$ cat config.mk
export PLATFORM = sky130hd
export DESIGN_NAME = brfc_top
export DESIGN_NICKNAME = d
export VERILOG_FILES = /design/src/rtl/brfc_pkg.sv /design/src/rtl/brfc_cs_queue.sv /design/src/rtl/brfc_top.sv
export SDC_FILE = /design/constraint.sdc
export NUM_CORES = 1
export LEC_CHECK = 0
export BUFFER_PORTS_ARGS = -buffer_cell sky130_fd_sc_hd__buf_2
export CAP_MARGIN = 25
export CORE_ASPECT_RATIO = 1.2
export CORE_MARGIN = 1
export CORE_UTILIZATION = 45
export DETAILED_ROUTE_END_ITERATION = 12
export GPL_TIMING_DRIVEN = 0
export HOLD_SLACK_MARGIN = 0.06
export PLACE_DENSITY = 0.65
export SLEW_MARGIN = 20
export SYNTH_ARGS = -nofsm -noshare
export SYNTH_HDL_FRONTEND = slang
export SYNTH_HIERARCHICAL = 1
export SYNTH_SLANG_ARGS = --single-unit
$ cat constraint.sdc
create_clock -name sys_clk -period 6.3 [get_ports sys_clk]
set_input_delay 0.315 -clock sys_clk [delete_from_list [all_inputs] [get_ports sys_clk]]
set_output_delay 0.315 -clock sys_clk [all_outputs]
set_load 0.05 [all_outputs]
$ cat src/rtl/brfc_pkg.sv
// Package of constants and carrier types for buffer request flow control
package brfc_pkg;

   // -----------------------------------------------------------------
   // Register offsets (byte addresses, one aligned word each)
   // -----------------------------------------------------------------
   localparam logic [7:0] OFF_CTRL     = 8'h00; // Panel input disable
   localparam logic [7:0] OFF_ON_TH    = 8'h04; // Request-on threshold
   localparam logic [7:0] OFF_OFF_TH   = 8'h08; // Request-off threshold
   localparam logic [7:0] OFF_WARN     = 8'h0C; // Fixed warning level
   localparam logic [7:0] OFF_HOST_CS  = 8'h10; // Host-addressed system
   localparam logic [7:0] OFF_STATUS   = 8'h14; // Full flags, request
   localparam logic [7:0] OFF_QCOUNT   = 8'h18; // Queued lines, sel cs
   localparam logic [7:0] OFF_FREE     = 8'h1C; // Free fixed words
   localparam logic [7:0] OFF_IRQ_STAT = 8'h20; // Sticky events
   localparam logic [7:0] OFF_IRQ_MASK = 8'h24; // Event mask

   // -----------------------------------------------------------------
   // Field positions
   // -----------------------------------------------------------------
   localparam int CTRL_PANEL_DIS_BIT = 0;  // Panel inputs disabled
   localparam int STAT_FULL_BIT      = 11; // Full flag position
   localparam int STAT_FIXED_BIT     = 12; // Global fixed full
   localparam int STAT_REQ_BIT       = 0;  // Request line copy
   localparam int IRQ_RISE_BIT       = 0;  // Request rose
   localparam int IRQ_FALL_BIT       = 1;  // Request fell
   localparam int IRQ_W              = 2;  // Event count

   // -----------------------------------------------------------------
   // Reset values
   // -----------------------------------------------------------------
   localparam logic [22:0] RST_ON_TH  = 23'h000005; // Default five
   localparam logic [22:0] RST_OFF_TH = 23'h00000A; // Off point
   localparam logic [22:0] RST_WARN   = 23'h00000A; // Ten long words
   localparam logic        RST_PANEL_DIS = 1'b1;    // Panel disabled
   localparam logic [22:0] RST_FREE   = 23'h000400; // Free words

   // -----------------------------------------------------------------
   // Timing: request low pulse after each write
   // -----------------------------------------------------------------
   localparam int CLK_NS     = 10;  // Clock period
   localparam int DIP_NS     = 20;  // Least low time after write
   localparam int DIP_CYC    = (DIP_NS + CLK_NS - 1) / CLK_NS;

   // -----------------------------------------------------------------
   // Carrier types
   // -----------------------------------------------------------------
   typedef struct packed {
      logic [7:0]  addr;  // Byte address
      logic [31:0] wdata; // Write data
      logic        wr;    // Write strobe
      logic        rd;    // Read strobe
   } brfc_bus_t;

   typedef struct packed {
      logic       line_wr;   // Host wrote a line
      logic       fixed;     // Line went to fixed buffer
      logic [1:0] cs;        // Target coordinate system
   } brfc_line_t;

endpackage

$ cat src/rtl/brfc_cs_queue.sv
// Per coordinate system rotary queue counter and full hysteresis
`timescale 1ns/1ps
module brfc_cs_queue #(
   parameter int CW = 23 // Counter width
) (
   input  wire logic          sys_clk,   // System clock
   input  wire logic          rstn,      // Async reset, low
   input  wire logic          wr_line,   // Line written here
   input  wire logic          exec_line, // Line executed here
   input  wire logic [CW-1:0] on_th,     // Request-on threshold
   input  wire logic [CW-1:0] off_th,    // Request-off threshold
   output logic      [CW-1:0] count_r,   // Queued lines ahead
   output logic               full_r     // Rotary full flag
);

   // -----------------------------------------------------------------
   // Queue depth
   // -----------------------------------------------------------------
   logic [CW-1:0] count_nxt; // Next depth
   logic          can_dec;   // Something left to execute

   assign can_dec = exec_line && (count_r != '0);

   // depth up on write, down on execute
   always_comb begin
      count_nxt = count_r;
      if (wr_line && !can_dec) begin
         count_nxt = count_r + CW'(1);
      end else if (!wr_line && can_dec) begin
         count_nxt = count_r - CW'(1);
      end
   end

   always_ff @(posedge sys_clk or negedge rstn) begin
      if (!rstn) begin
         count_r <= '0;
      end else begin
         count_r <= count_nxt;
      end
   end

   // -----------------------------------------------------------------
   // Full flag with hysteresis
   // -----------------------------------------------------------------
   // Set only on a write, so a lowered off point alone never sets it
   always_ff @(posedge sys_clk or negedge rstn) begin
      if (!rstn) begin
         full_r <= 1'b0;
      end else if (wr_line && (count_nxt >= off_th)) begin
         // at or above off point sets
         full_r <= 1'b1;
      end else if (count_nxt < on_th) begin
         // below on point clears
         full_r <= 1'b0;
      end else if (wr_line && !full_r) begin
         // below off point stays clear
         full_r <= 1'b0;
      end
      // otherwise hold
   end

endmodule // brfc_cs_queue

$ cat src/rtl/brfc_top.sv
// Buffer request flow control: top with register file and request line
// How it works
// Below on point: request high, full clear
// Rotary write dips request low briefly
// Below off point after write: request high
// At off point after write: hold low, full
// Full holds until below on point
// Request follows panel or host system
// Full flags readable, request is inverse
// Request edges interrupt; status also pollable
// Fixed write dips request low briefly
// Free above warning: request high, clear
// Free at/below warning: low, fixed full
// Host normally pauses while request low
// Count queued lines per coordinate system
//
// The register addresses and strobed register access were chosen for this implementation.
`timescale 1ns/1ps
module brfc_top #(
   parameter int NCS = 4,  // Coordinate systems
   parameter int CW  = 23  // Threshold and count width
) (
   input  wire logic                 sys_clk,       // System clock
   input  wire logic                 rstn,          // Async reset, low
   input  wire brfc_pkg::brfc_bus_t  bus,           // Register port
   output logic      [31:0]          rdata_r,       // Read data
   input  wire brfc_pkg::brfc_line_t line,          // Host line writes
   input  wire logic [NCS-1:0]       exec_line,     // Line executed
   input  wire logic [1:0]           panel_cs_select_pins, // Pin select
   input  wire logic                 fixed_consume, // Word used
   input  wire logic                 fixed_release, // Word freed
   output logic                      buffer_request_line_r, // Request
   output logic                      irq_r          // Interrupt level
);

   // -----------------------------------------------------------------
   // Register state
   // -----------------------------------------------------------------
   logic          panel_input_disable_r;       // 1: host system drives
   logic [CW-1:0] request_on_threshold_r;      // On point
   logic [CW-1:0] request_off_threshold_r;     // Off point
   logic [CW-1:0] fixed_buffer_warning_level_r;// Warning words
   logic [1:0]    host_cs_r;                   // Host-addressed system
   logic [CW-1:0] free_r;                      // Free fixed words
   logic          fixed_full_r;                // Global fixed full
   // Declared ahead of the event registers that take their width from it
   localparam int IRQ_W_L = brfc_pkg::IRQ_W;   // Local event count
   logic [IRQ_W_L-1:0] irq_stat_r;             // Sticky events
   logic [IRQ_W_L-1:0] irq_mask_r;             // Event mask

   // -----------------------------------------------------------------
   // Pin synchroniser, three stages, accept when last two agree
   // -----------------------------------------------------------------
   logic [1:0] pan_s1_r;  // First stage, read only by second
   logic [1:0] pan_s2_r;  // Second stage
   logic [1:0] pan_s3_r;  // Third stage
   logic [1:0] pan_cs_r;  // Accepted panel selection

   always_ff @(posedge sys_clk or negedge rstn) begin
      if (!rstn) begin
         pan_s1_r <= 2'h0;
         pan_s2_r <= 2'h0;
         pan_s3_r <= 2'h0;
         pan_cs_r <= 2'h0;
      end else begin
         pan_s1_r <= panel_cs_select_pins;
         pan_s2_r <= pan_s1_r;
         pan_s3_r <= pan_s2_r;
         if (pan_s2_r == pan_s3_r) begin
            pan_cs_r <= pan_s3_r;
         end
      end
   end

   // -----------------------------------------------------------------
   // Per coordinate system queues
   // -----------------------------------------------------------------
   logic [NCS-1:0]         rot_wr;   // Rotary write per system
   logic [NCS-1:0]         full_v;   // Full flags
   logic [NCS-1:0][CW-1:0] count_v;  // Queue depths

   genvar gi;
   generate
      for (gi = 0; gi < NCS; gi++) begin : g_cs
         assign rot_wr[gi] = line.line_wr && !line.fixed &&
                             (line.cs == 2'(gi));
         brfc_cs_queue #(.CW(CW)) u_q (
            .sys_clk   (sys_clk),
            .rstn      (rstn),
            .wr_line   (rot_wr[gi]),
            .exec_line (exec_line[gi]),
            .on_th     (request_on_threshold_r),
            .off_th    (request_off_threshold_r),
            .count_r   (count_v[gi]),
            .full_r    (full_v[gi])
         );
      end
   endgenerate

   // -----------------------------------------------------------------
   // Selected system
   // -----------------------------------------------------------------
   logic [1:0] sel_cs; // System the request reflects

   // panel pins or host-addressed system
   assign sel_cs = panel_input_disable_r ? host_cs_r : pan_cs_r;

   // -----------------------------------------------------------------
   // Fixed buffer free words and full flag
   // -----------------------------------------------------------------
   logic fix_wr;          // Line into open fixed buffer
   logic [CW-1:0] free_nxt; // Free words after this cycle

   assign fix_wr = line.line_wr && line.fixed;

   always_comb begin
      free_nxt = free_r;
      if (fixed_consume && !fixed_release && free_r != '0) begin
         free_nxt = free_r - CW'(1);
      end else if (fixed_release && !fixed_consume &&
                   free_r != {CW{1'b1}}) begin
         free_nxt = free_r + CW'(1);
      end
   end

   always_ff @(posedge sys_clk or negedge rstn) begin
      if (!rstn) begin
         free_r <= CW'(brfc_pkg::RST_FREE);
      end else begin
         free_r <= free_nxt;
      end
   end

   // Judged only on a fixed write; it holds between writes
   always_ff @(posedge sys_clk or negedge rstn) begin
      if (!rstn) begin
         fixed_full_r <= 1'b0;
      end else if (fix_wr) begin
         // compare free words with warning
         fixed_full_r <= (free_nxt <= fixed_buffer_warning_level_r);
      end
   end

   // -----------------------------------------------------------------
   // Request line with a dip after every write
   // -----------------------------------------------------------------
   localparam int DW = 4; // Dip counter width
   logic [DW-1:0] dip_r;   // Remaining dip cycles
   logic          any_wr;  // Any line write
   logic          req_nxt; // Next request level

   assign any_wr = line.line_wr;

   // force low for the dip after any write
   always_ff @(posedge sys_clk or negedge rstn) begin
      if (!rstn) begin
         dip_r <= '0;
      end else if (any_wr) begin
         dip_r <= DW'(brfc_pkg::DIP_CYC);
      end else if (dip_r != '0) begin
         dip_r <= dip_r - DW'(1);
      end
   end

   // request is inverse of the reflected full state
   always_comb begin
      req_nxt = !full_v[sel_cs] && !fixed_full_r;
      if (any_wr || dip_r > DW'(1)) begin
         req_nxt = 1'b0;
      end
   end

   always_ff @(posedge sys_clk or negedge rstn) begin
      if (!rstn) begin
         buffer_request_line_r <= 1'b0;
      end else begin
         buffer_request_line_r <= req_nxt;
      end
   end

   // -----------------------------------------------------------------
   // Interrupt events from request edges
   // -----------------------------------------------------------------
   logic [IRQ_W_L-1:0] ev;     // Events this cycle
   logic [IRQ_W_L-1:0] clr_w;  // Write-one-to-clear bits
   logic               wr_hit; // Write to event status

   // rising and falling request edges
   assign ev[brfc_pkg::IRQ_RISE_BIT] = req_nxt && !buffer_request_line_r;
   assign ev[brfc_pkg::IRQ_FALL_BIT] = !req_nxt && buffer_request_line_r;
   assign wr_hit = bus.wr && (bus.addr == brfc_pkg::OFF_IRQ_STAT);
   assign clr_w  = wr_hit ? bus.wdata[IRQ_W_L-1:0] : '0;

   // Set wins over clear in the same cycle
   always_ff @(posedge sys_clk or negedge rstn) begin
      if (!rstn) begin
         irq_stat_r <= '0;
      end else begin
         irq_stat_r <= (irq_stat_r & ~clr_w) | ev;
      end
   end

   always_ff @(posedge sys_clk or negedge rstn) begin
      if (!rstn) begin
         irq_r <= 1'b0;
      end else begin
         irq_r <= |(((irq_stat_r & ~clr_w) | ev) & irq_mask_r);
      end
   end

   // -----------------------------------------------------------------
   // Register writes
   // -----------------------------------------------------------------
   always_ff @(posedge sys_clk or negedge rstn) begin
      if (!rstn) begin
         panel_input_disable_r        <= brfc_pkg::RST_PANEL_DIS;
         request_on_threshold_r       <= CW'(brfc_pkg::RST_ON_TH);
         request_off_threshold_r      <= CW'(brfc_pkg::RST_OFF_TH);
         fixed_buffer_warning_level_r <= CW'(brfc_pkg::RST_WARN);
         host_cs_r                    <= 2'h0;
         irq_mask_r                   <= '0;
      end else if (bus.wr) begin
         case (bus.addr)
            brfc_pkg::OFF_CTRL: begin
               panel_input_disable_r <=
                  bus.wdata[brfc_pkg::CTRL_PANEL_DIS_BIT];
            end
            brfc_pkg::OFF_ON_TH: begin
               request_on_threshold_r  <= bus.wdata[CW-1:0];
            end
            brfc_pkg::OFF_OFF_TH: begin
               request_off_threshold_r <= bus.wdata[CW-1:0];
            end
            brfc_pkg::OFF_WARN: begin
               fixed_buffer_warning_level_r <= bus.wdata[CW-1:0];
            end
            brfc_pkg::OFF_HOST_CS:  host_cs_r  <= bus.wdata[1:0];
            brfc_pkg::OFF_IRQ_MASK: irq_mask_r <= bus.wdata[IRQ_W_L-1:0];
            default: begin
               // Read-only or unmapped: ignored
            end
         endcase
      end
   end

   // -----------------------------------------------------------------
   // Register reads, data one cycle after the strobe only
   // -----------------------------------------------------------------
   logic [31:0] rd_nxt; // Read mux

   always_comb begin
      rd_nxt = 32'h0;
      case (bus.addr)
         brfc_pkg::OFF_CTRL:     rd_nxt[0] = panel_input_disable_r;
         brfc_pkg::OFF_ON_TH:    rd_nxt[CW-1:0] = request_on_threshold_r;
         brfc_pkg::OFF_OFF_TH:   rd_nxt[CW-1:0] = request_off_threshold_r;
         brfc_pkg::OFF_WARN:     rd_nxt[CW-1:0] = fixed_buffer_warning_level_r;
         brfc_pkg::OFF_HOST_CS:  rd_nxt[1:0] = host_cs_r;
         brfc_pkg::OFF_STATUS: begin
            // selected full, fixed full, request
            rd_nxt[brfc_pkg::STAT_FULL_BIT]  = full_v[sel_cs];
            rd_nxt[brfc_pkg::STAT_FIXED_BIT] = fixed_full_r;
            rd_nxt[brfc_pkg::STAT_REQ_BIT]   = buffer_request_line_r;
            rd_nxt[16+NCS-1:16]              = full_v;
         end
         brfc_pkg::OFF_QCOUNT:   rd_nxt[CW-1:0] = count_v[sel_cs];
         brfc_pkg::OFF_FREE:     rd_nxt[CW-1:0] = free_r;
         brfc_pkg::OFF_IRQ_STAT: rd_nxt[IRQ_W_L-1:0] = irq_stat_r;
         brfc_pkg::OFF_IRQ_MASK: rd_nxt[IRQ_W_L-1:0] = irq_mask_r;
         default:                rd_nxt = 32'h0;
      endcase
   end

   always_ff @(posedge sys_clk or negedge rstn) begin
      if (!rstn) begin
         rdata_r <= 32'h0;
      end else begin
         rdata_r <= bus.rd ? rd_nxt : 32'h0;
      end
   end

   // -----------------------------------------------------------------
   // Assertions
   // -----------------------------------------------------------------
   property p_dip;
      @(posedge sys_clk) disable iff (!rstn)
      line.line_wr |=> !buffer_request_line_r;
   endproperty
   a_dip: assert property (p_dip)
      else $error("request not low after write");

   property p_full_low;
      @(posedge sys_clk) disable iff (!rstn)
      full_v[sel_cs] && $stable(sel_cs) |=> !buffer_request_line_r;
   endproperty
   a_full_low: assert property (p_full_low)
      else $error("request high while full");

   property p_fix_low;
      @(posedge sys_clk) disable iff (!rstn)
      fixed_full_r |=> !buffer_request_line_r;
   endproperty
   a_fix_low: assert property (p_fix_low)
      else $error("request high while fixed full");

   property p_fix_set;
      @(posedge sys_clk) disable iff (!rstn)
      fix_wr && (free_nxt <= fixed_buffer_warning_level_r) |=> fixed_full_r;
   endproperty
   a_fix_set: assert property (p_fix_set)
      else $error("fixed full not set");

   property p_fix_clr;
      @(posedge sys_clk) disable iff (!rstn)
      fix_wr && (free_nxt > fixed_buffer_warning_level_r) |=> !fixed_full_r;
   endproperty
   a_fix_clr: assert property (p_fix_clr)
      else $error("fixed full set above warning");

   property p_rise;
      @(posedge sys_clk) disable iff (!rstn)
      !line.line_wr && dip_r == '0 && !full_v[sel_cs] && !fixed_full_r
      |=> buffer_request_line_r;
   endproperty
   a_rise: assert property (p_rise)
      else $error("request not high when room");

   property p_sel;
      @(posedge sys_clk) disable iff (!rstn)
      panel_input_disable_r |-> sel_cs == host_cs_r;
   endproperty
   a_sel: assert property (p_sel)
      else $error("wrong system reflected");

   property p_irq;
      @(posedge sys_clk) disable iff (!rstn)
      $rose(buffer_request_line_r) && irq_mask_r[0] |-> irq_r;
   endproperty
   a_irq: assert property (p_irq)
      else $error("no interrupt on request rise");

   c_full: cover property (@(posedge sys_clk) disable iff (!rstn)
      $rose(full_v[0]));
   c_unfull: cover property (@(posedge sys_clk) disable iff (!rstn)
      $fell(full_v[0]));
   c_fixfull: cover property (@(posedge sys_clk) disable iff (!rstn)
      $rose(fixed_full_r));

endmodule // brfc_top

==> insert_results.sql, run 1 <==
INSERT INTO impl_metrics (metric_group, metric, value, unit) VALUES
('run_status', 'run_status', 'completed', ''),
('logic_synthesis', 'netlist_top_cells_count', 'sky130_fd_sc_hd__inv_1 (232), sky130_fd_sc_hd__dfrtp_1 (225), sky130_fd_sc_hd__ha_1 (221)', ''),
('clock_tree', 'root_buffer', 'sky130_fd_sc_hd__clkbuf_16', ''),
('critical_path', 'worst-path-buf-inv', '3', ''),
('clock_tree', 'cts_made_buffers', '28', ''),
('sta', 'final_setup_violation_count', '0', ''),
('logic_synthesis', 'synth_xor_xnor_area_share', '0.0534', ''),
('finish', 'n_fill_cell', '3798', ''),
('sta', 'upper_clock_frequency_limit', '215', 'MHz'),
('clock_tree', 'cts_htree_levels', '1', ''),
('global_routing', 'grt_start_max_net_pins', '88', ''),
('sta', 'unrepaired_setup_endpoints_after_global_routing', 'no', ''),
('logic_synthesis', 'synthMuxAreaShare', '0.0899', ''),
('route', 'drt_iter0_drc', '1286', ''),
('finish', 'antenna-diode-count', '0', ''),
('critical_path', 'timing.critical_path.cells', 'clkbuf_1, nor2b_1, nor3b_1, inv_1, o22ai_2, buf_6, nand2_1, o21ai_1, xor2_1, ha_1, a21o_1, a21o_1, a21oi_1, o21ai_0, a211oi_1, o311ai_1', ''),
('route', 'postRouteWirelength', '68400', 'um'),
('critical_path', 'worstSetupPathType', 'in2reg', ''),
('pwr', 'leakage', '9.46', 'nW'),
('logic_synthesis', 'yosysWarningCount', '6', ''),
('critical_path', 'timing.critical_path.fanout_max', '10', ''),
('logic_synthesis', 'synth_top_family_by_area', 'simple AND/OR/NAND/NOR gates', ''),
('global_routing', 'gr_ovfl_total', '0', ''),
('logic_synthesis', 'synth_seq_cells', '233', ''),
('floorplan', 'row_count', '82', ''),
('logic_synthesis', 'top_cell_type_s_share_of_synthesized_area', '0.293', ''),
('critical_path', 'kind_of_capture_point_of_the_worst_setup_path', 'flip-flop', ''),
('finish', 'final_core_util', '0.515', ''),
('floorplan', 'core_area', '0.0420', 'sq mm'),
('placed_design', 'standard_cell_area_after_detailed_placement', '0.0203', 'sq mm'),
('sta', 'max_slew_headroom', '0.336', ''),
('route', 'vias', '16500', ''),
('sta', 'fin_crit_sh', '0.738', ''),
('finish', 'finalNetCount', '2381', ''),
('logic_synthesis', 'yosys.area_share.adder', '0.144', ''),
('global_routing', 'grt_pass1_wl', '102000', 'um'),
('clock_tree', 'ctsResizeCount', '0', ''),
('sta', 'period_minus_slack', '4.65', 'ns'),
('critical_path', 'start_kind', 'input port', ''),
('finish', 'drive_above_1_share', '0.187', ''),
('clock_tree', 'clkSlewWorstSetupHoldPaths', '0.06', 'ns'),
('clock_tree', 'post_cts.repair.setup_buffers', '0', ''),
('sta', 'actual_slew_at_the_worst_max_slew_pin', '0.993', 'ns'),
('placed_design', 'dpl.hpwl', '53600', 'um'),
('placed_design', 'gp_congestion', '0.989', ''),
('logic_synthesis', 'synth.cell_area', '0.0192', 'sq mm'),
('critical_path', 'cpLargestDelayFamily', 'simple AND/OR/NAND/NOR gates', ''),
('floorplan', 'dieWidth', '191', 'um'),
('global_routing', 'first_global_vias', '16400', ''),
('critical_path', 'crit_path_top_delay_cell', 'sky130_fd_sc_hd__nor3b_1', ''),
('logic_synthesis', 'seq_area_frac_synth', '0.304', ''),
('sta', 'report.final.hold_viol_count', '0', ''),
('finish', 'flow.area_growth_from_synthesis', '12.6', '%'),
('logic_synthesis', 'synth_edf_count', '0', ''),
('logic_synthesis', 'yosys.cell_count.top_type', 'sky130_fd_sc_hd__inv_1', ''),
('logic_synthesis', 'ys_top_cells_by_area', 'sky130_fd_sc_hd__dfrtp_1 (29%), sky130_fd_sc_hd__ha_1 (14%), sky130_fd_sc_hd__mux2_2 (4.8%)', ''),
('finish', 'layout.area.seq', '0.00584', 'sq mm'),
('pwr', 'ir_worst_vdd', '0.226', 'mV'),
('logic_synthesis', 'compound_gate_portion_of_the_synthesized_area', '0.146', ''),
('placed_design', 'buffer_ports.inserted', '70', ''),
('finish', 'multiInputGateArea', '0.0119', 'sq mm'),
('clock_tree', 'longest_clk_path_bufs', '3', ''),
('clock_tree', 'numClockSinks', '233', ''),
('floorplan', 'height_of_the_die', '228', 'um'),
('global_routing', 'antenna_found_initial', '2', ''),
('global_routing', 'global_route_usage_over_all_layers', '0.316', ''),
('logic_synthesis', 'syn_area_per_cell', '9.75', 'sq um'),
('route', 'drc', '0', ''),
('clock_tree', 'tritoncts', 'built', ''),
('route', 'drt-pass1-iter-count', '6', ''),
('route', 'wl_per_cell', '25.6', 'um');
[power breakdown]
| group | switching (mW) | total (mW) | internal (mW) |
|---|---|---|---|
| logic | 1.96 | 3.36 | 1.40 |
| registers | 0.647 | 2.44 | 1.79 |
| clock network | 0.703 | 1.86 | 1.15 |
[layer usage]
| metal | GRT usage | routed length, um | vias to the layer above |
|---|---|---|---|
| li1 | - | - | 7470 |
| met1 | 0.387 | 26900 | 8098 |
| met2 | 0.521 | 32000 | 695 |
| met3 | 0.0371 | 4320 | 200 |
| met4 | 0.210 | 5180 | 2 |
| met5 | 0 | 13 | - |
[final cells by class]
| class | count | area share |
|---|---|---|
| buffer | 85 | 0.0279 |
| clock buffer | 36 | 0.0357 |
| clock inverter | 16 | 0.0127 |
| inverter | 232 | 0.0403 |
| multi-input combinational | 1427 | 0.551 |
| sequential | 233 | 0.270 |
| tap | 546 | 0.0316 |
| timing repair buffer | 97 | 0.0307 |
[worst paths after layout]
kind	startpoint	to	slack, ns	cells past startpoint
min reg2reg	pan_s1_r[0]$_DFF_PN0_	pan_s2_r[0]$_DFF_PN0_	0.35	0
max	line[3]	g_cs[0].u_q/full_r$_DFFE_PN0P_	1.65	16
min in group asynchronous	rstn	free_r[4]$_DFF_PN0_	0.31	2
max reg2reg	g_cs[1].u_q/count_r[0]$_DFF_PN0_	g_cs[1].u_q/full_r$_DFFE_PN0P_	1.98	15
max in group asynchronous	rstn	panel_input_disable_r$_DFFE_PN1P_	4.76	4
min	bus[35]	rdata_r[0]$_DFF_PN0_	0.09	4
[kinds of logic (layout without fill, tap and decap cells)]
kind of cell | Yosys count | in the layout
buf+inv | 317 | 466
xor+xnor | 117 | 117
simple gates | 560 | 560
mux | 133 | 133
fa+ha+maj | 221 | 221
other cells | 1 | 9
flops | 233 | 233
compound gates | 387 | 387
[worst min-delay path, cell delays in order]
cell                      delay [ns]
sky130_fd_sc_hd__buf_2          0.11
sky130_fd_sc_hd__nor2_1         0.06
sky130_fd_sc_hd__nand4_1        0.08
sky130_fd_sc_hd__a21oi_1        0.04
[through the flow]
| stage | power (mW) | cells | setup slack [ns] |
|---|---|---|---|
| 3_3_place_gp | 5.62 | 2593 | 0.645 |
| 5_1_grt | 8.12 | 2672 | 1.44 |
| 3_5_place_dp | 5.73 | 2595 | 1.18 |
| 2_1_floorplan | 4.57 | 1977 | 2.68 |
| 6_report | 7.66 | 2672 | 1.65 |
| 4_1_cts | 7.62 | 2671 | 1.75 |
[sequential cells by signal (all words and copies together) (netlist names)]
register / cells
buffer_request_line_r: 1
dip_r: 4
fixed_buffer_warning_level_r: 23
fixed_full_r: 1
free_r: 23
g_cs.u_q/count_r: 92
g_cs.u_q/full_r: 4
host_cs_r: 2
irq_mask_r: 2
irq_r: 1
irq_stat_r: 2
pan_cs_r: 2
pan_s1_r: 2
pan_s2_r: 2
pan_s3_r: 2
panel_input_disable_r: 1
rdata_r: 23
request_off_threshold_r: 23
request_on_threshold_r: 23
[layout by cell type (no fill, tap or decap), types with 29 or more instances in the layout]
cell type	synthesis	final
sky130_fd_sc_hd__xnor2_1	51	51
sky130_fd_sc_hd__o21ai_0	66	66
sky130_fd_sc_hd__nor3_1	37	37
sky130_fd_sc_hd__dfrtp_1	225	225
sky130_fd_sc_hd__nand3_1	63	63
sky130_fd_sc_hd__a21o_1	44	44
sky130_fd_sc_hd__clkbuf_16	0	29
sky130_fd_sc_hd__buf_2	20	89
sky130_fd_sc_hd__a21oi_1	75	75
sky130_fd_sc_hd__ha_1	221	221
sky130_fd_sc_hd__nor2_1	69	69
sky130_fd_sc_hd__mux2_2	82	82
sky130_fd_sc_hd__nand2_1	121	121
sky130_fd_sc_hd__nand4_1	69	69
sky130_fd_sc_hd__inv_1	232	232
sky130_fd_sc_hd__xor2_1	66	66
[what timing repair did]
action / CTS / global route
setup endpoints to repair: 0 / 0
hold endpoints to repair: 131 / 0
hold buffers: 24 / 0
Power figures use the tool's default switching activity.
==> run 2, diff against run 1 <==
--- a/config.mk
+++ b/config.mk
@@ -13,7 +13,7 @@
 export DETAILED_ROUTE_END_ITERATION = 12
 export GPL_TIMING_DRIVEN = 0
 export HOLD_SLACK_MARGIN = 0.06
-export PLACE_DENSITY = 0.65
+export PLACE_DENSITY = 0.68
 export SLEW_MARGIN = 20
 export SYNTH_ARGS = -nofsm -noshare
 export SYNTH_HDL_FRONTEND = slang
==> constraint.sdc (replaced) <==
create_clock -name sys_clk -period 4.15 [get_ports sys_clk]
set_input_delay 0.2075 -clock sys_clk [delete_from_list [all_inputs] [get_ports sys_clk]]
set_output_delay 0.2075 -clock sys_clk [all_outputs]
set_load 0.05 [all_outputs]
==> insert_results.sql, run 2 (synthesis gave the netlist of run 1 again) <==
INSERT INTO impl_metrics (metric_group, metric, value, unit) VALUES
('job', 'maxCapViolations', '0', ''),
('pwr', 'leakage', '9.61', 'nW'),
('global_routing', 'antenna_found_initial', '2', ''),
('global_routing', 'grt_start_max_net_pins', '100', ''),
('placed_design', 'numPlacedInstances', '2595', ''),
('sta', 'final_setup_violation_count', '0', ''),
('clock_tree', 'longest_clk_path_bufs', '3', ''),
('critical_path', 'start_kind', 'flip-flop', ''),
('route', 'vias', '16700', ''),
('pwr', 'power_density', '531', 'mW/mm^2'),
('route', 'detail-route-antenna-nets', '0', ''),
('global_routing', 'grt_pass1_wl', '100000', 'um'),
('floorplan', 'die-area', '0.0435', 'sq mm'),
('critical_path', 'timing.rr.end', 'g_cs[3].u_q/full_r$_DFFE_PN0P_', ''),
('floorplan', 'core_area', '0.0420', 'sq mm'),
('finish', 'mostFrequentLayoutCells', 'sky130_fd_sc_hd__inv_1 (231), sky130_fd_sc_hd__dfrtp_1 (222), sky130_fd_sc_hd__ha_1 (221), sky130_fd_sc_hd__nand2_1 (121), sky130_fd_sc_hd__buf_2 (89)', ''),
('clock_tree', 'clkSlewWorstSetupHoldPaths', '0.06', 'ns'),
('critical_path', 'worstSetupPathType', 'reg2reg', ''),
('route', 'drt_iter0_drc', '1432', ''),
('finish', 'registers.top_by_ff_count', 'g_cs.u_q/count_r', ''),
('placed_design', 'standard_cell_area_after_detailed_placement', '0.0203', 'sq mm'),
('sta', 'period_minus_slack', '4.06', 'ns'),
('clock_tree', 'cts_made_buffers', '27', ''),
('floorplan', 'row_count', '82', ''),
('global_routing', 'global_route_usage_over_all_layers', '0.308', ''),
('sta', 'drv_slew', '0', ''),
('finish', 'finalInstanceArea', '0.0219', 'sq mm'),
('clock_tree', 'numClockSinks', '233', ''),
('route', 'wl_per_cell', '24.9', 'um'),
('global_routing', 'first_global_vias', '16500', ''),
('finish', 'flow.area_growth_from_synthesis', '14.3', '%'),
('placed_design', 'gp_congestion', '1.02', ''),
('finish', 'finalNonFillerCells', '2697', ''),
('sta', 'fin_crit_sh', '0.979', ''),
('sta', 'report.final.hold_viol_count', '0', ''),
('finish', 'antenna-diode-count', '0', ''),
('clock_tree', 'cts_htree_levels', '1', ''),
('floorplan', 'dieWidth', '191', 'um'),
('hold_path', 'hp-class', 'in2reg', ''),
('route', 'vias_per_cell', '6.18', ''),
('clock_tree', 'worstSkewPairLatency', '0.57', 'ns'),
('critical_path', 'worst_reg2reg_path_depth', '16', ''),
('sta', 'totalNegativeSetupSlack', '0', 'ns'),
('route', 'drc', '0', ''),
('critical_path', 'timing.critical_path.fanout_max', '10', ''),
('clock_tree', 'tritoncts', 'built', ''),
('critical_path', 'cp-startpoint', 'g_cs[3].u_q/count_r[1]$_DFF_PN0_', ''),
('critical_path', 'kind_of_capture_point_of_the_worst_setup_path', 'flip-flop', ''),
('critical_path', 'crit-reg2reg-launch', 'g_cs[3].u_q/count_r[1]$_DFF_PN0_', ''),
('global_routing', 'gr_ovfl_total', '0', ''),
('route', 'drt-pass1-iter-count', '8', ''),
('sta', 'max_slew_headroom', '0.251', ''),
('finish', 'drive_above_1_share', '0.204', ''),
('floorplan', 'height_of_the_die', '228', 'um'),
('sta', 'clock_skew', '0.0235', 'ns'),
('critical_path', 'r2r_slack', '0.09', 'ns'),
('finish', 'final_core_util', '0.523', ''),
('sta', 'hold-worst-slack', '0.0753', 'ns'),
('finish', 'n_fill_cell', '3723', ''),
('route', 'postRouteWirelength', '67200', 'um'),
('run_status', 'run_status', 'completed', ''),
('critical_path', 'setup.worst_path.end', 'g_cs[3].u_q/full_r$_DFFE_PN0P_', ''),
('floorplan', 'start_util', '0.457', ''),
('floorplan', 'floorplan.io_pins', '90', ''),
('sta', 'upper_clock_frequency_limit', '246', 'MHz'),
('finish', 'finalNetCount', '2407', ''),
('finish', 'mostFrequentLayoutCell', 'sky130_fd_sc_hd__inv_1', ''),
('critical_path', 'arrival', '4.47', 'ns'),
('critical_path', 'worst_ep_required_time', '4.56', 'ns'),
('placed_design', 'dpl.hpwl', '52000', 'um'),
('sta', 'actual_slew_at_the_worst_max_slew_pin', '1.09', 'ns'),
('placed_design', 'buffer_ports.inserted', '70', ''),
('pwr', 'ir_worst_vdd', '0.498', 'mV'),
('finish', 'largest_register_ffs', '92', ''),
('clock_tree', 'root_buffer', 'sky130_fd_sc_hd__clkbuf_16', '');
-- run 2: how the worst min path moves through the flow --
stage | start | to | slack, ns | cells after the start
final | exec_line[0] | g_cs[0].u_q/count_r[0]$_DFF_PN0_ | 0.08 | 3
after global placement | panel_cs_select_pins[0] | pan_s1_r[0]$_DFF_PN0_ | 0.32 | 1
after floorplan | rstn | buffer_request_line_r$_DFF_PN0_ | -0.09 | 0
after global routing | exec_line[0] | g_cs[0].u_q/count_r[0]$_DFF_PN0_ | 0.10 | 3
after CTS | exec_line[0] | g_cs[0].u_q/count_r[0]$_DFF_PN0_ | 0.06 | 3
after detailed placement | rstn | free_r[4]$_DFF_PN0_ | 0.24 | 1
-- run 2: final cells by class --
class	instances	area [sq um]	share of cell area
plain buffers	85	603	0.0275
clock buffers	35	756	0.0344
clock inverters	15	236	0.0108
inverters	232	871	0.0397
multi-input cells	1427	12100	0.550
flip-flops and latches	233	5840	0.266
well taps	546	683	0.0311
repair buffers	124	886	0.0404
-- run 2: power by group --
group	switching, mW	total (mW)	internal, mW
sequential	0.980	3.70	2.72
combinational	3.05	5.27	2.23
clock	1.03	2.68	1.66
-- run 2: per-layer routing --
| layer | GRT usage | wire [um] | vias up |
|---|---|---|---|
| li1 | - | - | 7488 |
| met5 | 0 | 13 | - |
| met3 | 0.0351 | 4810 | 232 |
| met2 | 0.499 | 30900 | 774 |
| met4 | 0.226 | 5780 | 2 |
| met1 | 0.375 | 25700 | 8162 |
-- run 2: repair_timing --
| action | in CTS | in global routing |
|---|---|---|
| endpoints found under the hold margin | 160 | 0 |
| setup buffers | 0 | 20 |
| gates cloned | 0 | 0 |
| hold buffers | 32 | 0 |
| pin swaps | 0 | 10 |
| setup endpoints to repair | 2 | 5 |
| resized for setup | 9 | 22 |
-- run 2: metrics by stage --
stage               setup WS (ns)  power (mW)
finish                     0.0873        11.7
global route              -0.0128        12.3
CTS                        0.0103        11.4
detailed placement         -0.781        8.65
global placement            -1.31        8.47
floorplan                   0.532        6.94
-- run 2: critical path, stage by stage (launching register included) --
cell and delay, ns:
sky130_fd_sc_hd__dfrtp_1 0.49, sky130_fd_sc_hd__inv_1 0.15, sky130_fd_sc_hd__ha_1 0.17, sky130_fd_sc_hd__nor4b_4 0.29, sky130_fd_sc_hd__nand4_4 0.22, sky130_fd_sc_hd__o22ai_4 0.24, sky130_fd_sc_hd__buf_6 0.19, sky130_fd_sc_hd__nand2_1 0.17
sky130_fd_sc_hd__o32ai_2 0.17, sky130_fd_sc_hd__xor2_1 0.37, sky130_fd_sc_hd__ha_1 0.33, sky130_fd_sc_hd__a21oi_1 0.13, sky130_fd_sc_hd__o21ai_0 0.10, sky130_fd_sc_hd__a22oi_1 0.30, sky130_fd_sc_hd__o21ai_0 0.17, sky130_fd_sc_hd__a211oi_1 0.22
sky130_fd_sc_hd__o311ai_1 0.18
==> run 3, diff against run 2 <==
--- a/config.mk
+++ b/config.mk
@@ -7,7 +7,6 @@
 export LEC_CHECK = 0
 export BUFFER_PORTS_ARGS = -buffer_cell sky130_fd_sc_hd__buf_2
 export CAP_MARGIN = 25
-export CORE_ASPECT_RATIO = 1.2
 export CORE_MARGIN = 1
 export CORE_UTILIZATION = 45
 export DETAILED_ROUTE_END_ITERATION = 12
==> insert_results.sql, run 3 (synthesis gave the netlist of run 1 again) <==
INSERT INTO impl_metrics (metric_group, metric, value, unit) VALUES
('sta', 'final_setup_violation_count', '0', ''),
('critical_path', 'arrival', '4.46', 'ns'),
('global_routing', 'antenna_found_initial', '3', ''),
('global_routing', 'first_global_vias', '16600', ''),
('hold_path', 'hold_depth', '4', ''),
('global_routing', 'grt_start_max_net_pins', '102', ''),
('critical_path', 'start_kind', 'flip-flop', ''),
('finish', 'mostFrequentLayoutCells', 'sky130_fd_sc_hd__inv_1 (232), sky130_fd_sc_hd__dfrtp_1 (222), sky130_fd_sc_hd__ha_1 (221), sky130_fd_sc_hd__nand2_1 (121), sky130_fd_sc_hd__buf_2 (89)', ''),
('floorplan', 'start_util', '0.457', ''),
('route', 'postRouteWirelength', '68700', 'um'),
('critical_path', 'crit_path_top_delay_cell', 'sky130_fd_sc_hd__nor4_1', ''),
('placed_design', 'gp_congestion', '1.06', ''),
('sta', 'drv_slew', '0', ''),
('clock_tree', 'tritoncts', 'built', ''),
('finish', 'antenna-diode-count', '0', ''),
('clock_tree', 'worstSkewPairLatency', '0.59', 'ns'),
('critical_path', 'cp-startpoint', 'g_cs[1].u_q/count_r[3]$_DFF_PN0_', ''),
('critical_path', 'timing.critical_path.fanout_max', '9', ''),
('sta', 'clock_skew', '0.0104', 'ns'),
('critical_path', 'timing.rr.end', 'g_cs[1].u_q/full_r$_DFFE_PN0P_', ''),
('route', 'wl_per_cell', '25.5', 'um'),
('critical_path', 'critPathMostFrequentCell', 'sky130_fd_sc_hd__buf_6', ''),
('critical_path', 'r2r_slack', '0.15', 'ns'),
('route', 'vias_per_cell', '6.23', ''),
('global_routing', 'grt_pass1_wl', '103000', 'um'),
('critical_path', 'worst_ep_required_time', '4.61', 'ns'),
('global_routing', 'gr-max-usage-layer', 'met2', ''),
('global_routing', 'grt_use_met3', '0.0513', ''),
('finish', 'largest_register_ffs', '92', ''),
('route', 'drt_iter0_drc', '1715', ''),
('pwr', 'leakage', '9.63', 'nW'),
('critical_path', 'worst_reg2reg_path_depth', '14', ''),
('clock_tree', 'cts_made_buffers', '29', ''),
('sta', 'upper_clock_frequency_limit', '250', 'MHz'),
('critical_path', 'critical_path.max_stage_delay', '0.51', 'ns'),
('pwr', 'power_density', '527', 'mW/mm^2'),
('global_routing', 'met2_usage', '0.496', ''),
('global_routing', 'groute.layer.met1.usage', '0.422', ''),
('route', 'vias', '16800', ''),
('critical_path', 'worstSetupPathType', 'reg2reg', ''),
('route', 'detail-route-antenna-nets', '0', ''),
('hold_path', 'whs_endpoint', 'panel_input_disable_r$_DFFE_PN1P_', ''),
('sta', 'hold-worst-slack', '0.0774', 'ns'),
('critical_path', 'crit-reg2reg-launch', 'g_cs[1].u_q/count_r[3]$_DFF_PN0_', ''),
('sta', 'max_slew_headroom', '0.365', ''),
('finish', 'drive_above_1_share', '0.201', ''),
('floorplan', 'die-area', '0.0435', 'sq mm'),
('sta', 'period_minus_slack', '4.00', 'ns'),
('global_routing', 'global_route_usage_over_all_layers', '0.316', ''),
('placed_design', 'buffer_ports.inserted', '70', ''),
('floorplan', 'row_count', '75', ''),
('job', 'maxCapViolations', '0', ''),
('clock_tree', 'clkSlewWorstSetupHoldPaths', '0.06', 'ns'),
('critical_path', 'kind_of_capture_point_of_the_worst_setup_path', 'flip-flop', ''),
('clock_tree', 'numClockSinks', '233', ''),
('floorplan', 'floorplan.io_pins', '90', ''),
('floorplan', 'height_of_the_die', '209', 'um'),
('finish', 'flow.area_growth_from_synthesis', '14.6', '%'),
('pwr', 'ir_worst_vdd', '0.310', 'mV'),
('floorplan', 'core_area', '0.0420', 'sq mm'),
('route', 'drt-pass1-iter-count', '6', ''),
('clock_tree', 'root_buffer', 'sky130_fd_sc_hd__clkbuf_16', ''),
('finish', 'finalNonFillerCells', '2694', ''),
('finish', 'mostFrequentLayoutCell', 'sky130_fd_sc_hd__inv_1', ''),
('run_status', 'run_status', 'completed', ''),
('sta', 'actual_slew_at_the_worst_max_slew_pin', '0.926', 'ns'),
('global_routing', 'gr_ovfl_total', '0', ''),
('clock_tree', 'cts_htree_levels', '1', ''),
('finish', 'finalNetCount', '2409', ''),
('clock_tree', 'longest_clk_path_bufs', '3', ''),
('critical_path', 'timing.critical_path.cells', 'buf_6, or3_1, buf_6, nor4_4, a21boi_4, nor4_1, a2bb2oi_1, xor2_1, ha_1, and3_1, nand3_1, a21oi_1, a211oi_1, o2111ai_1', ''),
('sta', 'report.final.hold_viol_count', '0', ''),
('finish', 'registers.top_by_ff_count', 'g_cs.u_q/count_r', ''),
('placed_design', 'numPlacedInstances', '2588', ''),
('route', 'drc', '0', ''),
('floorplan', 'dieWidth', '209', 'um'),
('sta', 'unrepaired_setup_endpoints_after_global_routing', 'no', ''),
('hold_path', 'hold_path.startpoint', 'bus[41]', ''),
('hold_path', 'hp-class', 'in2reg', ''),
('sta', 'fin_crit_sh', '0.963', ''),
('placed_design', 'dpl.hpwl', '52100', 'um');
run 3: cell count changes in the layout (fill, tap and decap cells not counted), moves of 3 or more:
cell / delta
sky130_fd_sc_hd__nand3_1: -3
sky130_fd_sc_hd__buf_4: -7
sky130_fd_sc_hd__dlygate4sd3_1: +7
sky130_fd_sc_hd__nand3_2: +3
sky130_fd_sc_hd__xnor2_1: -3
sky130_fd_sc_hd__clkinvlp_4: +3
sky130_fd_sc_hd__bufinv_16: -3
sky130_fd_sc_hd__xnor2_2: +3
run 3: where the power goes:
group          leakage (nW)  switching (mW)  internal, mW  total [mW]
logic                  6.12            2.99          2.20        5.19
clock network         0.493            1.10          1.60        2.70
registers              3.02           0.990          2.72        3.71
run 3: cell type report:
cell class	count	area, sq um
plain buffers	85	603
clock buffers	40	837
clock inverters	14	175
fillers	3861	20000
inverters	232	871
multi-input cells	1427	12100
flip-flops and latches	233	5840
well taps	539	674
repair buffers	124	903
run 3: how the worst max path moves through the flow:
stage	endpoint	slack [ns]	depth (start not counted)
after floorplan	g_cs[1].u_q/full_r$_DFFE_PN0P_	0.53	14
after global placement	g_cs[0].u_q/count_r[15]$_DFF_PN0_	-1.30	1
after detailed placement	g_cs[1].u_q/full_r$_DFFE_PN0P_	-0.69	18
after CTS	g_cs[1].u_q/full_r$_DFFE_PN0P_	0.004	14
after global routing	g_cs[1].u_q/full_r$_DFFE_PN0P_	0.005	14
final	g_cs[1].u_q/full_r$_DFFE_PN0P_	0.15	14
run 3: metrics by stage:
stage           util  power [mW]  worst slack (ns)  setup TNS [ns]  area, sq um
6_report       0.523        11.6             0.155               0        22000
5_1_grt        0.523        12.3           0.00495               0        22000
4_1_cts        0.517        11.4           0.00410               0        21800
3_5_place_dp   0.483        8.61            -0.693           -1.03        20300
3_3_place_gp   0.482        8.45             -1.30         -285.51        20300
2_1_floorplan      -        6.94             0.532               0        19200
run 3: what timing repair did:
item | CTS | global route
hold buffers | 39 | 0
endpoints found under the hold margin | 318 | 0
setup buffers | 2 | 11
resized for setup | 5 | 25
pin swaps | 0 | 9
setup endpoints to repair | 1 | 4
run 3: worst max-delay path, delay by kind of cell (launching register included):
| family | cells | cell delay [ns] |
|---|---|---|
| buffers and inverters | 2 | 0.32 |
| AND/OR/NAND/NOR | 5 | 1.47 |
| AO/OA/AOI/OAI | 5 | 0.88 |
| flip-flops | 1 | 0.44 |
| XOR/XNOR | 1 | 0.42 |
| adder cells (fa/ha/maj) | 1 | 0.35 |
run 3: layer usage:
metal  vias up  wire (um)
met2       788      30300
met1      8284      28700
met5         -         42
met3       210       5640
li1       7496          -
met4         6       3970
